File: config.mk
export PLATFORM = sky130hd
export DESIGN_NAME = reset_trap_powerdown_ctrl
export DESIGN_NICKNAME = d
export VERILOG_FILES = /design/src/rst_trap_pkg.sv /design/src/pin_sync.sv /design/src/reset_trap_powerdown_ctrl.sv
export SDC_FILE = /design/constraint.sdc
export NUM_CORES = 1
export LEC_CHECK = 0
export ABC_AREA = 0
export ABC_CLOCK_PERIOD_IN_PS = 1550
export BUFFER_PORTS_ARGS = -buffer_cell sky130_fd_sc_hd__buf_2
export CAP_MARGIN = 5
export CORE_MARGIN = 2
export CORE_UTILIZATION = 35
export CTS_BUF_LIST = sky130_fd_sc_hd__clkbuf_4 sky130_fd_sc_hd__clkbuf_8 sky130_fd_sc_hd__clkbuf_16
export DETAILED_ROUTE_END_ITERATION = 10
export GPL_TIMING_DRIVEN = 0
export HOLD_SLACK_MARGIN = 0.06
export MAX_ROUTING_LAYER = met4
export SYNTH_ARGS = -nofsm -noshare
export SYNTH_HDL_FRONTEND = slang
export SYNTH_SLANG_ARGS = --single-unit
export TNS_END_PERCENT = 100
File: constraint.sdc
create_clock -name clk_sys_i -period 1.55 [get_ports clk_sys_i]
set_input_delay 0.155 -clock clk_sys_i [delete_from_list [all_inputs] [get_ports clk_sys_i]]
set_output_delay 0.155 -clock clk_sys_i [all_outputs]
set_load 0.02 [all_outputs]
File: src/rst_trap_pkg.sv
// package: constants and carrier types for the reset, trap and power-down control
package rst_trap_pkg;
   localparam int    CLK_PERIOD_PS    = 8000;
   localparam int    SPIKE_IGNORE_PS  = 10000;
   localparam int    SAFE_ACCEPT_PS   = 100000;
   // shortest accepted low pulse: at most the safe figure, rounded down, at least one cycle
   localparam int    ACCEPT_CYC_RAW   = SAFE_ACCEPT_PS / CLK_PERIOD_PS;
   localparam int    ACCEPT_CYC       = (ACCEPT_CYC_RAW < 1) ? 1 : ACCEPT_CYC_RAW;
   // anything shorter than the ignore figure, rounded up, is always rejected
   localparam int    IGNORE_CYC       = (SPIKE_IGNORE_PS + CLK_PERIOD_PS - 1) / CLK_PERIOD_PS;
   localparam int    FILT_W           = 5;
   localparam logic [FILT_W-1:0] FILT_LIMIT = FILT_W'(ACCEPT_CYC);
   localparam logic [FILT_W-1:0] FILT_ZERO  = 5'h00;
   localparam int    SYNC_STAGES      = 2;

   typedef struct packed {
      logic reset_req;
      logic trap_req;
      logic power_down;
      logic pd_ignored;
   } ctrl_out_s;

   typedef enum logic [1:0] {
      ST_RUN   = 2'b00,
      ST_RESET = 2'b01,
      ST_PDOWN = 2'b10
   } pm_state_e;
endpackage : rst_trap_pkg

File: src/pin_sync.sv
// two-stage synchroniser for one asynchronous pin
`timescale 1ns/1ps
module pin_sync (
   input  wire logic clk_sys_i,
   input  wire logic resetn_i,
   input  wire logic pin_i,
   output logic      pin_sync_o
);
   import rst_trap_pkg::*;

   logic [SYNC_STAGES-1:0] stage_reg;
   logic [SYNC_STAGES-1:0] stage_next;

   always_comb begin
      stage_next = {stage_reg[SYNC_STAGES-2:0], pin_i};
   end

   // idle level of both pins is high
   always_ff @(posedge clk_sys_i or negedge resetn_i) begin
      if (!resetn_i) begin
         stage_reg <= '1;
      end else begin
         stage_reg <= stage_next;
      end
   end

   assign pin_sync_o = stage_reg[SYNC_STAGES-1];
endmodule // pin_sync

File: src/reset_trap_powerdown_ctrl.sv
// reset qualifier, urgent trap edge detector and power-down gate
// How it works
// - a low reset pin level seen while the clock runs puts the device in reset.
// - low pulses under 10 ns are dropped and those over 100 ns are always accepted.
// - a falling edge on the urgent trap pin requests the non-maskable trap, except while the device is held in reset.
// - the power-down instruction with the trap pin low enters power-down from run, unless reset is taken in the same cycle.
// - the power-down instruction with the trap pin high is ignored.
`timescale 1ns/1ps
module reset_trap_powerdown_ctrl (
   input  wire logic                  clk_sys_i,
   input  wire logic                  resetn_i,
   input  wire logic                  reset_input_low_i,
   input  wire logic                  urgent_trap_n_i,
   input  wire logic                  power_down_instruction_i,
   input  wire logic                  wakeup_i,
   output rst_trap_pkg::ctrl_out_s    ctrl_o
);
   import rst_trap_pkg::*;

   logic              rst_s;
   logic              trap_s;
   logic              trap_d_reg;
   logic              trap_d_next;
   logic [FILT_W-1:0] low_cnt_reg;
   logic [FILT_W-1:0] low_cnt_next;
   pm_state_e         state_reg;
   pm_state_e         state_next;
   ctrl_out_s         out_reg;
   ctrl_out_s         out_next;

   // full low time reached: shared by the state logic and the checks
   function automatic logic cnt_full(input logic [FILT_W-1:0] cnt);
      return (cnt == FILT_LIMIT);
   endfunction

   pin_sync u_rst_sync (
      .clk_sys_i  (clk_sys_i),
      .resetn_i   (resetn_i),
      .pin_i      (reset_input_low_i),
      .pin_sync_o (rst_s)
   );
   pin_sync u_trap_sync (
      .clk_sys_i  (clk_sys_i),
      .resetn_i   (resetn_i),
      .pin_i      (urgent_trap_n_i),
      .pin_sync_o (trap_s)
   );

   always_comb begin
      trap_d_next  = trap_s;
      if (rst_s) begin
         low_cnt_next = FILT_ZERO;
      end else if (low_cnt_reg != FILT_LIMIT) begin
         low_cnt_next = low_cnt_reg + 5'h01;
      end else begin
         low_cnt_next = low_cnt_reg;
      end
      state_next = state_reg;
      out_next   = '0;
      case (state_reg)
         ST_RUN: begin
            if (power_down_instruction_i && !trap_s) begin
               state_next = ST_PDOWN;
            end else if (power_down_instruction_i) begin
               out_next.pd_ignored = 1'b1;
            end
         end
         ST_PDOWN: begin
            if (wakeup_i) begin
               state_next = ST_RUN;
            end
         end
         ST_RESET: begin
            if (rst_s) begin
               state_next = ST_RUN;
            end
         end
         default: begin
            state_next = ST_RUN;
         end
      endcase
      if (cnt_full(low_cnt_next)) begin
         state_next = ST_RESET;
      end
      // falling edge gives a trap pulse
      out_next.trap_req   = trap_d_reg && !trap_s && (state_next != ST_RESET);
      out_next.reset_req  = (state_next == ST_RESET);
      out_next.power_down = (state_next == ST_PDOWN);
   end

   always_ff @(posedge clk_sys_i or negedge resetn_i) begin
      if (!resetn_i) begin
         trap_d_reg  <= 1'b1;
         low_cnt_reg <= FILT_ZERO;
         state_reg   <= ST_RUN;
         out_reg     <= '0;
      end else begin
         trap_d_reg  <= trap_d_next;
         low_cnt_reg <= low_cnt_next;
         state_reg   <= state_next;
         out_reg     <= out_next;
      end
   end

   assign ctrl_o = out_reg;

   // reset only after the full low time
   reset_after_low_a: assert property (@(posedge clk_sys_i) disable iff (!resetn_i)
      $rose(out_reg.reset_req) |-> $past(low_cnt_reg) == FILT_LIMIT - 5'h01)
      else $error("reset raised without full low time");
   reset_held_a: assert property (@(posedge clk_sys_i) disable iff (!resetn_i)
      (low_cnt_reg == FILT_LIMIT && !rst_s) |=> out_reg.reset_req)
      else $error("reset dropped while pin low");
   spike_drop_a: assert property (@(posedge clk_sys_i) disable iff (!resetn_i)
      (state_reg == ST_RUN && rst_s ##1 !rst_s ##1 rst_s) |=> !out_reg.reset_req)
      else $error("spike caused reset");
   trap_edge_a: assert property (@(posedge clk_sys_i) disable iff (!resetn_i)
      (out_reg.trap_req) |-> $past(trap_d_reg) && !$past(trap_s))
      else $error("trap without falling edge");
   trap_pulse_a: assert property (@(posedge clk_sys_i) disable iff (!resetn_i)
      out_reg.trap_req |=> !out_reg.trap_req)
      else $error("trap pulse too long");
   pd_enter_a: assert property (@(posedge clk_sys_i) disable iff (!resetn_i)
      (state_reg == ST_RUN && power_down_instruction_i && !trap_s && low_cnt_next != FILT_LIMIT)
      |=> out_reg.power_down)
      else $error("power-down not entered");
   pd_ignore_a: assert property (@(posedge clk_sys_i) disable iff (!resetn_i)
      (state_reg == ST_RUN && power_down_instruction_i && trap_s && low_cnt_next != FILT_LIMIT)
      |=> !out_reg.power_down && out_reg.pd_ignored)
      else $error("power-down taken with trap high");
   sync_delay_a: assert property (@(posedge clk_sys_i) disable iff (!resetn_i)
      rst_s == $past(reset_input_low_i, 2))
      else $error("reset sync depth wrong");

   trap_sync_a: assert property (@(posedge clk_sys_i) disable iff (!resetn_i)
      trap_s == $past(urgent_trap_n_i, 2))
      else $error("trap sync depth wrong");

   cnt_clear_a: assert property (@(posedge clk_sys_i) disable iff (!resetn_i)
      rst_s |=> low_cnt_reg == FILT_ZERO)
      else $error("low count not cleared");

   cnt_step_a: assert property (@(posedge clk_sys_i) disable iff (!resetn_i)
      (!rst_s && !cnt_full(low_cnt_reg))
      |=> low_cnt_reg == $past(low_cnt_reg) + 5'h01)
      else $error("low count did not step");

   cnt_sat_a: assert property (@(posedge clk_sys_i) disable iff (!resetn_i)
      (!rst_s && cnt_full(low_cnt_reg))
      |=> cnt_full(low_cnt_reg))
      else $error("low count wrapped");

   reset_release_a: assert property (@(posedge clk_sys_i) disable iff (!resetn_i)
      (out_reg.reset_req && rst_s)
      |=> !out_reg.reset_req)
      else $error("reset kept after pin high");

   reset_beats_a: assert property (@(posedge clk_sys_i) disable iff (!resetn_i)
      cnt_full(low_cnt_next)
      |=> out_reg.reset_req && !out_reg.power_down && !out_reg.trap_req)
      else $error("reset lost priority");

   state_legal_a: assert property (@(posedge clk_sys_i) disable iff (!resetn_i)
      state_reg inside {ST_RUN, ST_RESET, ST_PDOWN})
      else $error("illegal state code");

   trap_masked_a: assert property (@(posedge clk_sys_i) disable iff (!resetn_i)
      (state_reg == ST_RESET && !rst_s)
      |=> !out_reg.trap_req)
      else $error("trap reported in reset");

   pd_hold_a: assert property (@(posedge clk_sys_i) disable iff (!resetn_i)
      (out_reg.power_down && !wakeup_i && !cnt_full(low_cnt_next))
      |=> out_reg.power_down)
      else $error("power-down left early");

   pd_exit_a: assert property (@(posedge clk_sys_i) disable iff (!resetn_i)
      (out_reg.power_down && wakeup_i && !cnt_full(low_cnt_next))
      |=> !out_reg.power_down)
      else $error("power-down not left");

   pd_only_run_a: assert property (@(posedge clk_sys_i) disable iff (!resetn_i)
      (state_reg != ST_RUN)
      |=> !out_reg.pd_ignored)
      else $error("ignore flag outside run");

   reset_seen_c: cover property (@(posedge clk_sys_i) $rose(out_reg.reset_req));
   trap_seen_c:  cover property (@(posedge clk_sys_i) out_reg.trap_req);
   pd_seen_c:    cover property (@(posedge clk_sys_i) $rose(out_reg.power_down));
   pd_skip_c:    cover property (@(posedge clk_sys_i) out_reg.pd_ignored);
   pd_wake_c:    cover property (@(posedge clk_sys_i) $fell(out_reg.power_down));
endmodule // reset_trap_powerdown_ctrl

### After elaboration in Yosys (flattened, before gate mapping)

Cells that the tools add are included.

* $add $sub $neg: 1
* multiply operators: 0
* div/mod/pow operators: 0
* magnitude comparators: 0
* eq/ne operators: 7
* shifts and indexed selects: 0
* muxes and demuxes: 10
* bitwise operators: 0
* reduce and logical (&&, ||, !) cells: 5

Operators by type and width (count)
* 2-to-1 mux 5 bit: 2
* 2-to-1 mux 2 bit: 4
* case mux 2 bit (3 select lines): 1
* adder 5 x 1 -> 5 bit (second input constant): 1
* equality test 5 x 4 -> 1 bit (second input constant): 1
* inequality test 5 x 4 -> 1 bit (second input constant): 1
* equality test 2 x 1 -> 1 bit (second input constant): 2
* equality test 2 bit (second input constant): 2
* logical AND 1 bit: 3
* 2-to-1 mux 1 bit: 3
* zero test 2 bit: 1
* inequality test 2 x 1 -> 1 bit (second input constant): 1
* zero test 1 bit: 1

* bits in registers: 16
* bits in latches: 0
* bits in writable memories: 0
* memory bits (read-only): 0
* input port bits: 6
* logic and storage cells: 32
* memories kept: 0

### Longest topological paths before layout

* depth after elaboration: 7
* mapped depth: 6

### Cells and area by module

Synthesis repeated with hierarchy kept, for this count alone.

* cell total of the unflattened synthesis: 53
* area, all modules: 675.6 um^2

By module, submodules not included
* reset_trap_powerdown_ctrl: instances 1, cells an instance 49, area an instance 570.5 um^2, seq. area each 301.5 um^2
* pin_sync: instances 2, cells an instance 2, area an instance 52.6 um^2, seq. area each 52.6 um^2

### Worst setup path after synthesis

Ideal clock, no wire load.

* path type: register -> register
* from: reg low_cnt_reg[0]
* to: reg out_reg (netlist bit ctrl_o[1])
* arrival time: 1.414 ns
* data required time: 1.404 ns
* setup slack: -0.010 ns
* cell stages (with the launch flop): 6
* clock period less this slack: 1.560 ns
* cell sequence: dfrtp_1 -> ha_1 -> and2_1 -> a2111oi_4 -> o211a_4 -> a211oi_1

RTL lines
* start, declared: RTL line reset_trap_powerdown_ctrl.sv:24 `logic [FILT_W-1:0] low_cnt_reg;`
* start signal, assigned: RTL line reset_trap_powerdown_ctrl.sv:99 `low_cnt_reg <= low_cnt_next;`
* end signal, assigned: RTL line reset_trap_powerdown_ctrl.sv:101 `out_reg <= out_next;`
* end, declared: RTL line reset_trap_powerdown_ctrl.sv:28 `ctrl_out_s out_reg;`

### Worst setup path in the final report

* from: reg low_cnt_reg[0]
* to: reg state_reg[1]

* cells in the longest elaborated chain, start to end: 5
* elaborated cells on any way between the ends: 6
* those cells by class: add/sub: 1; eq/ne: 2; mux: 3

RTL lines
* adder 5 x 1 -> 5 bit / inequality test 5 x 4 -> 1 bit (equally long branches): RTL line reset_trap_powerdown_ctrl.sv:54, reset_trap_powerdown_ctrl.sv:53
* 2-to-1 mux 5 bit (*): RTL line reset_trap_powerdown_ctrl.sv:53 `end else if (low_cnt_reg != FILT_LIMIT) begin`
* 2-to-1 mux 5 bit (*): RTL line reset_trap_powerdown_ctrl.sv:51 `if (rst_s) begin`
* equality test 5 x 4 -> 1 bit (*): RTL line reset_trap_powerdown_ctrl.sv:33 `return (cnt == FILT_LIMIT);`
* 2-to-1 mux 2 bit (*): RTL line reset_trap_powerdown_ctrl.sv:82 `if (cnt_full(low_cnt_next)) begin`
* via state_next[1]: RTL line reset_trap_powerdown_ctrl.sv:27 `pm_state_e state_next;`
* end signal, assigned: RTL line reset_trap_powerdown_ctrl.sv:100 `state_reg <= state_next;`
* end, declared: RTL line reset_trap_powerdown_ctrl.sv:26 `pm_state_e state_reg;`

The timed path passes the listed nets; every way through them passes the cells marked *.

==> results by group <==
Status
  – Status: completed

STA
  – Slew headroom: 76.9%
  – Fin crit period: roughly 1.5 ns
  – Worst Skew: 0.00110 ns
  – Final setup vio count: 0
  – Fin. Hold Viols: 0
  – Min Hold Slack: 0.0970 ns
  – Final period util: 99.4%
  – Fmax: 649 MHz
  – Worst-margin pin slew: 0.346 ns
  – Final setup TNS: 0 ns
  – RSZ-0062 raised after global routing: true
  – Slew Limit Fails: 0

Place
  – Placed insts: 87
  – I/O Buffers: 9
  – Placed Area: 754 µm²
  – Final Wtd Congestion: roughly 0.8
  – HPWL Detailed: ~730 µm

Final layout
  – Fin area: 876 µm²
  – FF/Latch Area: 407 µm²
  – Layout Nets: 82
  – Non-Filler Instances: 98
  – Diode count: 0
  – Multi-input gate area: roughly 280 µm²
  – P&R area growth vs syn: 29.6%
  – Share of cells above drive strength 1: 45.2%
  – Number of flip-flops in the largest register: 5
  – Fill cells: 172

Route
  – DRC Markers: 0
  – Routed WL: about 1100 µm
  – Vias: 454
  – DR vias/cell: 4.63
  – Antenna Nets Post-Route: 0
  – Starting DRT DRC Count: 5
  – Drt pass-1 iters: 4
  – WL/cell: 11.1 µm

GRT
  – All-Layer GR Usage: between 10% and 20%
  – Largest net degree at the start of global routing: 17
  – First-pass GRT wire length: 1680 µm
  – Initial antenna violation count: 0
  – Vias in the first global route: 403
  – Total gr overflow: 0

Yosys
  – Synthesized net count: a little over 60
  – Yosys reg bits: 16
  – Asr flop ratio synth: between 90% and 100%
  – Distinct cell type count after synthesis: 25
  – Seq/Total Area, Yosys: around three fifths
  – Number of flops mapped to enable cells by yosys: 0
  – Gate Count Post-Synth: 53
  – Synth Area per Inst: 12.7 µm²
  – Yosys warns: 0
  – Syn Std Cell Area: 676 µm²
  – Ys flop type: dfrtp_1

Clock tree
  – H-tree depth: 1
  – Worst-skew pair later-pin latency: about 0.28 ns
  – Root Buffer: clkbuf_4
  – CTS tree: yes
  – CTS Buffer Depth: 2
  – Register clock-pin slew on the reported worst setup and hold paths: around 0.09 ns
  – CTS Buf Count: 3
  – CTS Sinks: 16

Setup path
  – Crit. Startpoint: low_cnt_reg[0]
  – Critical Path End Type: flip-flop
  – CP max FO: 5
  – WS Path Type: reg -> reg
  – Critical path arrival: 1.69 ns
  – Max stage delay on crit path: approximately 0.42 ns
  – Worst Path Required: 1.70 ns
  – Slowest CP cell: dfrtp_1
  – Cell Chain, Critical Path: ha_2, and2_4, a2111oi_4, o211a_4, a211oi_1
  – Element type at the critical path start: flip-flop
  – Reg2reg start: low_cnt_reg[0]

Power
  – Leak Pwr: 0.437 nW
  – Pwr/cell area: 952 nW/µm²
  – Worst IR Drop VDD: approximately 0.00052 V

Die
  – Die Width: 47.9 µm
  – Rows: 15
  – Initial core utilization: 38.3%
  – Core Area: about 1800 µm²
  – Die area: 2300 µm²
  – # IOs: 10
  – Die extent in y: 47.9 µm

Job
  – Maxcap violations: 0

Hold path
  – Hold Path Class: in -> reg
  – Hold Startpoint: power_down_instruction_i
[final cells by class]
type	instances	area share [%]
Timing Repair Buffer	16	12.0
Tap cell	25	3.57
Sequential cell	16	46.4
Clock buffer	4	4.14
Inverter	5	2.14
Multi-Input combinational cell	32	31.7
[synthesized netlist by cell type (2+ instances only)]
cell,instances,area (µm²)
a211oi_1,2,15.0
ha_1,2,25.0
a21oi_1,2,10.0
dfstp_2,5,131
nand2_1,4,15.0
inv_1,5,18.8
dfrtp_1,11,275
a21bo_1,2,20.0
nand3_1,2,10.0
nor2_1,3,11.3
[layout by cell type (no fill, tap or decap), drive strengths merged, types with 2 or more instances in the layout]
cell type / instances
a211oi: 2
a21bo: 2
a21oi: 2
buf: 13
clkbuf: 4
dfrtp: 11
dfstp: 5
dlygate4sd3: 3
ha: 2
inv: 5
nand2: 4
nand3: 2
nor2: 3
o211a: 2
[final timing paths]
kind	endpoint	slack (ns)	depth (start not counted)
setup / recovery	state_reg[1]	0.009	5
hold / removal	ctrl_o[0]	0.1	3
setup reg to reg	state_reg[1]	0.009	5
hold reg to reg	u_trap_sync.stage_reg[1]	0.36	0
max in group asynchronous	trap_d_reg	0.94	2
min in group asynchronous	low_cnt_reg[2]	0.31	2
[metal layers]
layer  wire length, µm  part of all wire [%]  up-vias  GRT usage, %
met1               508                    47      214          13.8
met2               515                    47       17          16.3
met5                 0                     0        -             -
li1                  -                     -      221             -
met4                11                   1.0        0          7.57
met3                52                   4.8        2          3.40
[kinds of logic after synthesis]
logic type / after synthesis / synth area share, %
AO/OA/AOI/OAI: 12 / 18.0
XOR/XNOR: 1 / 1.30
adder cells (fa/ha/maj): 2 / 3.70
buffers and inverters: 5 / 2.78
flip-flops: 16 / 60.2
multiplexers: 1 / 1.48
AND/OR/NAND/NOR: 16 / 12.6
[power breakdown]
part,internal [W],switching [W],leakage (nW)
clock,0.000143,0.000125,0.0210
combinational,0.0000545,0.0000542,0.217
sequential,0.000444,0.0000133,0.199
[through the flow]
stage	setup slack [ns]	total power, W	utilization, %
after CTS	0.00604	0.000839	48.4
after detailed placement	-0.0901	0.000543	42.8
final	0.00901	0.000834	49.6
after global routing	-0.0600	0.000884	49.6
after global placement	-0.0864	0.000542	42.8
after floorplan	0.00891	0.000513	-
[worst max-delay path: cells and delay by family (launching register included)]
kind / cells / cell delay (ns)
AO/OA/AOI/OAI: 3 / 0.62
flip-flops: 1 / 0.42
adder cells (fa/ha/maj): 1 / 0.20
AND/OR/NAND/NOR: 1 / 0.17
[repair_timing]
action | 4_1_cts | 5_1_grt
buffers inserted | 2 | 2
gates resized for setup | 5 | 2
pin swaps | 3 | 1
endpoints found under the setup margin | 5 | 6
hold endpoints to repair | 18 | 0
hold buffers | 3 | 0
Note: power is estimated with default switching activity, not from simulation.
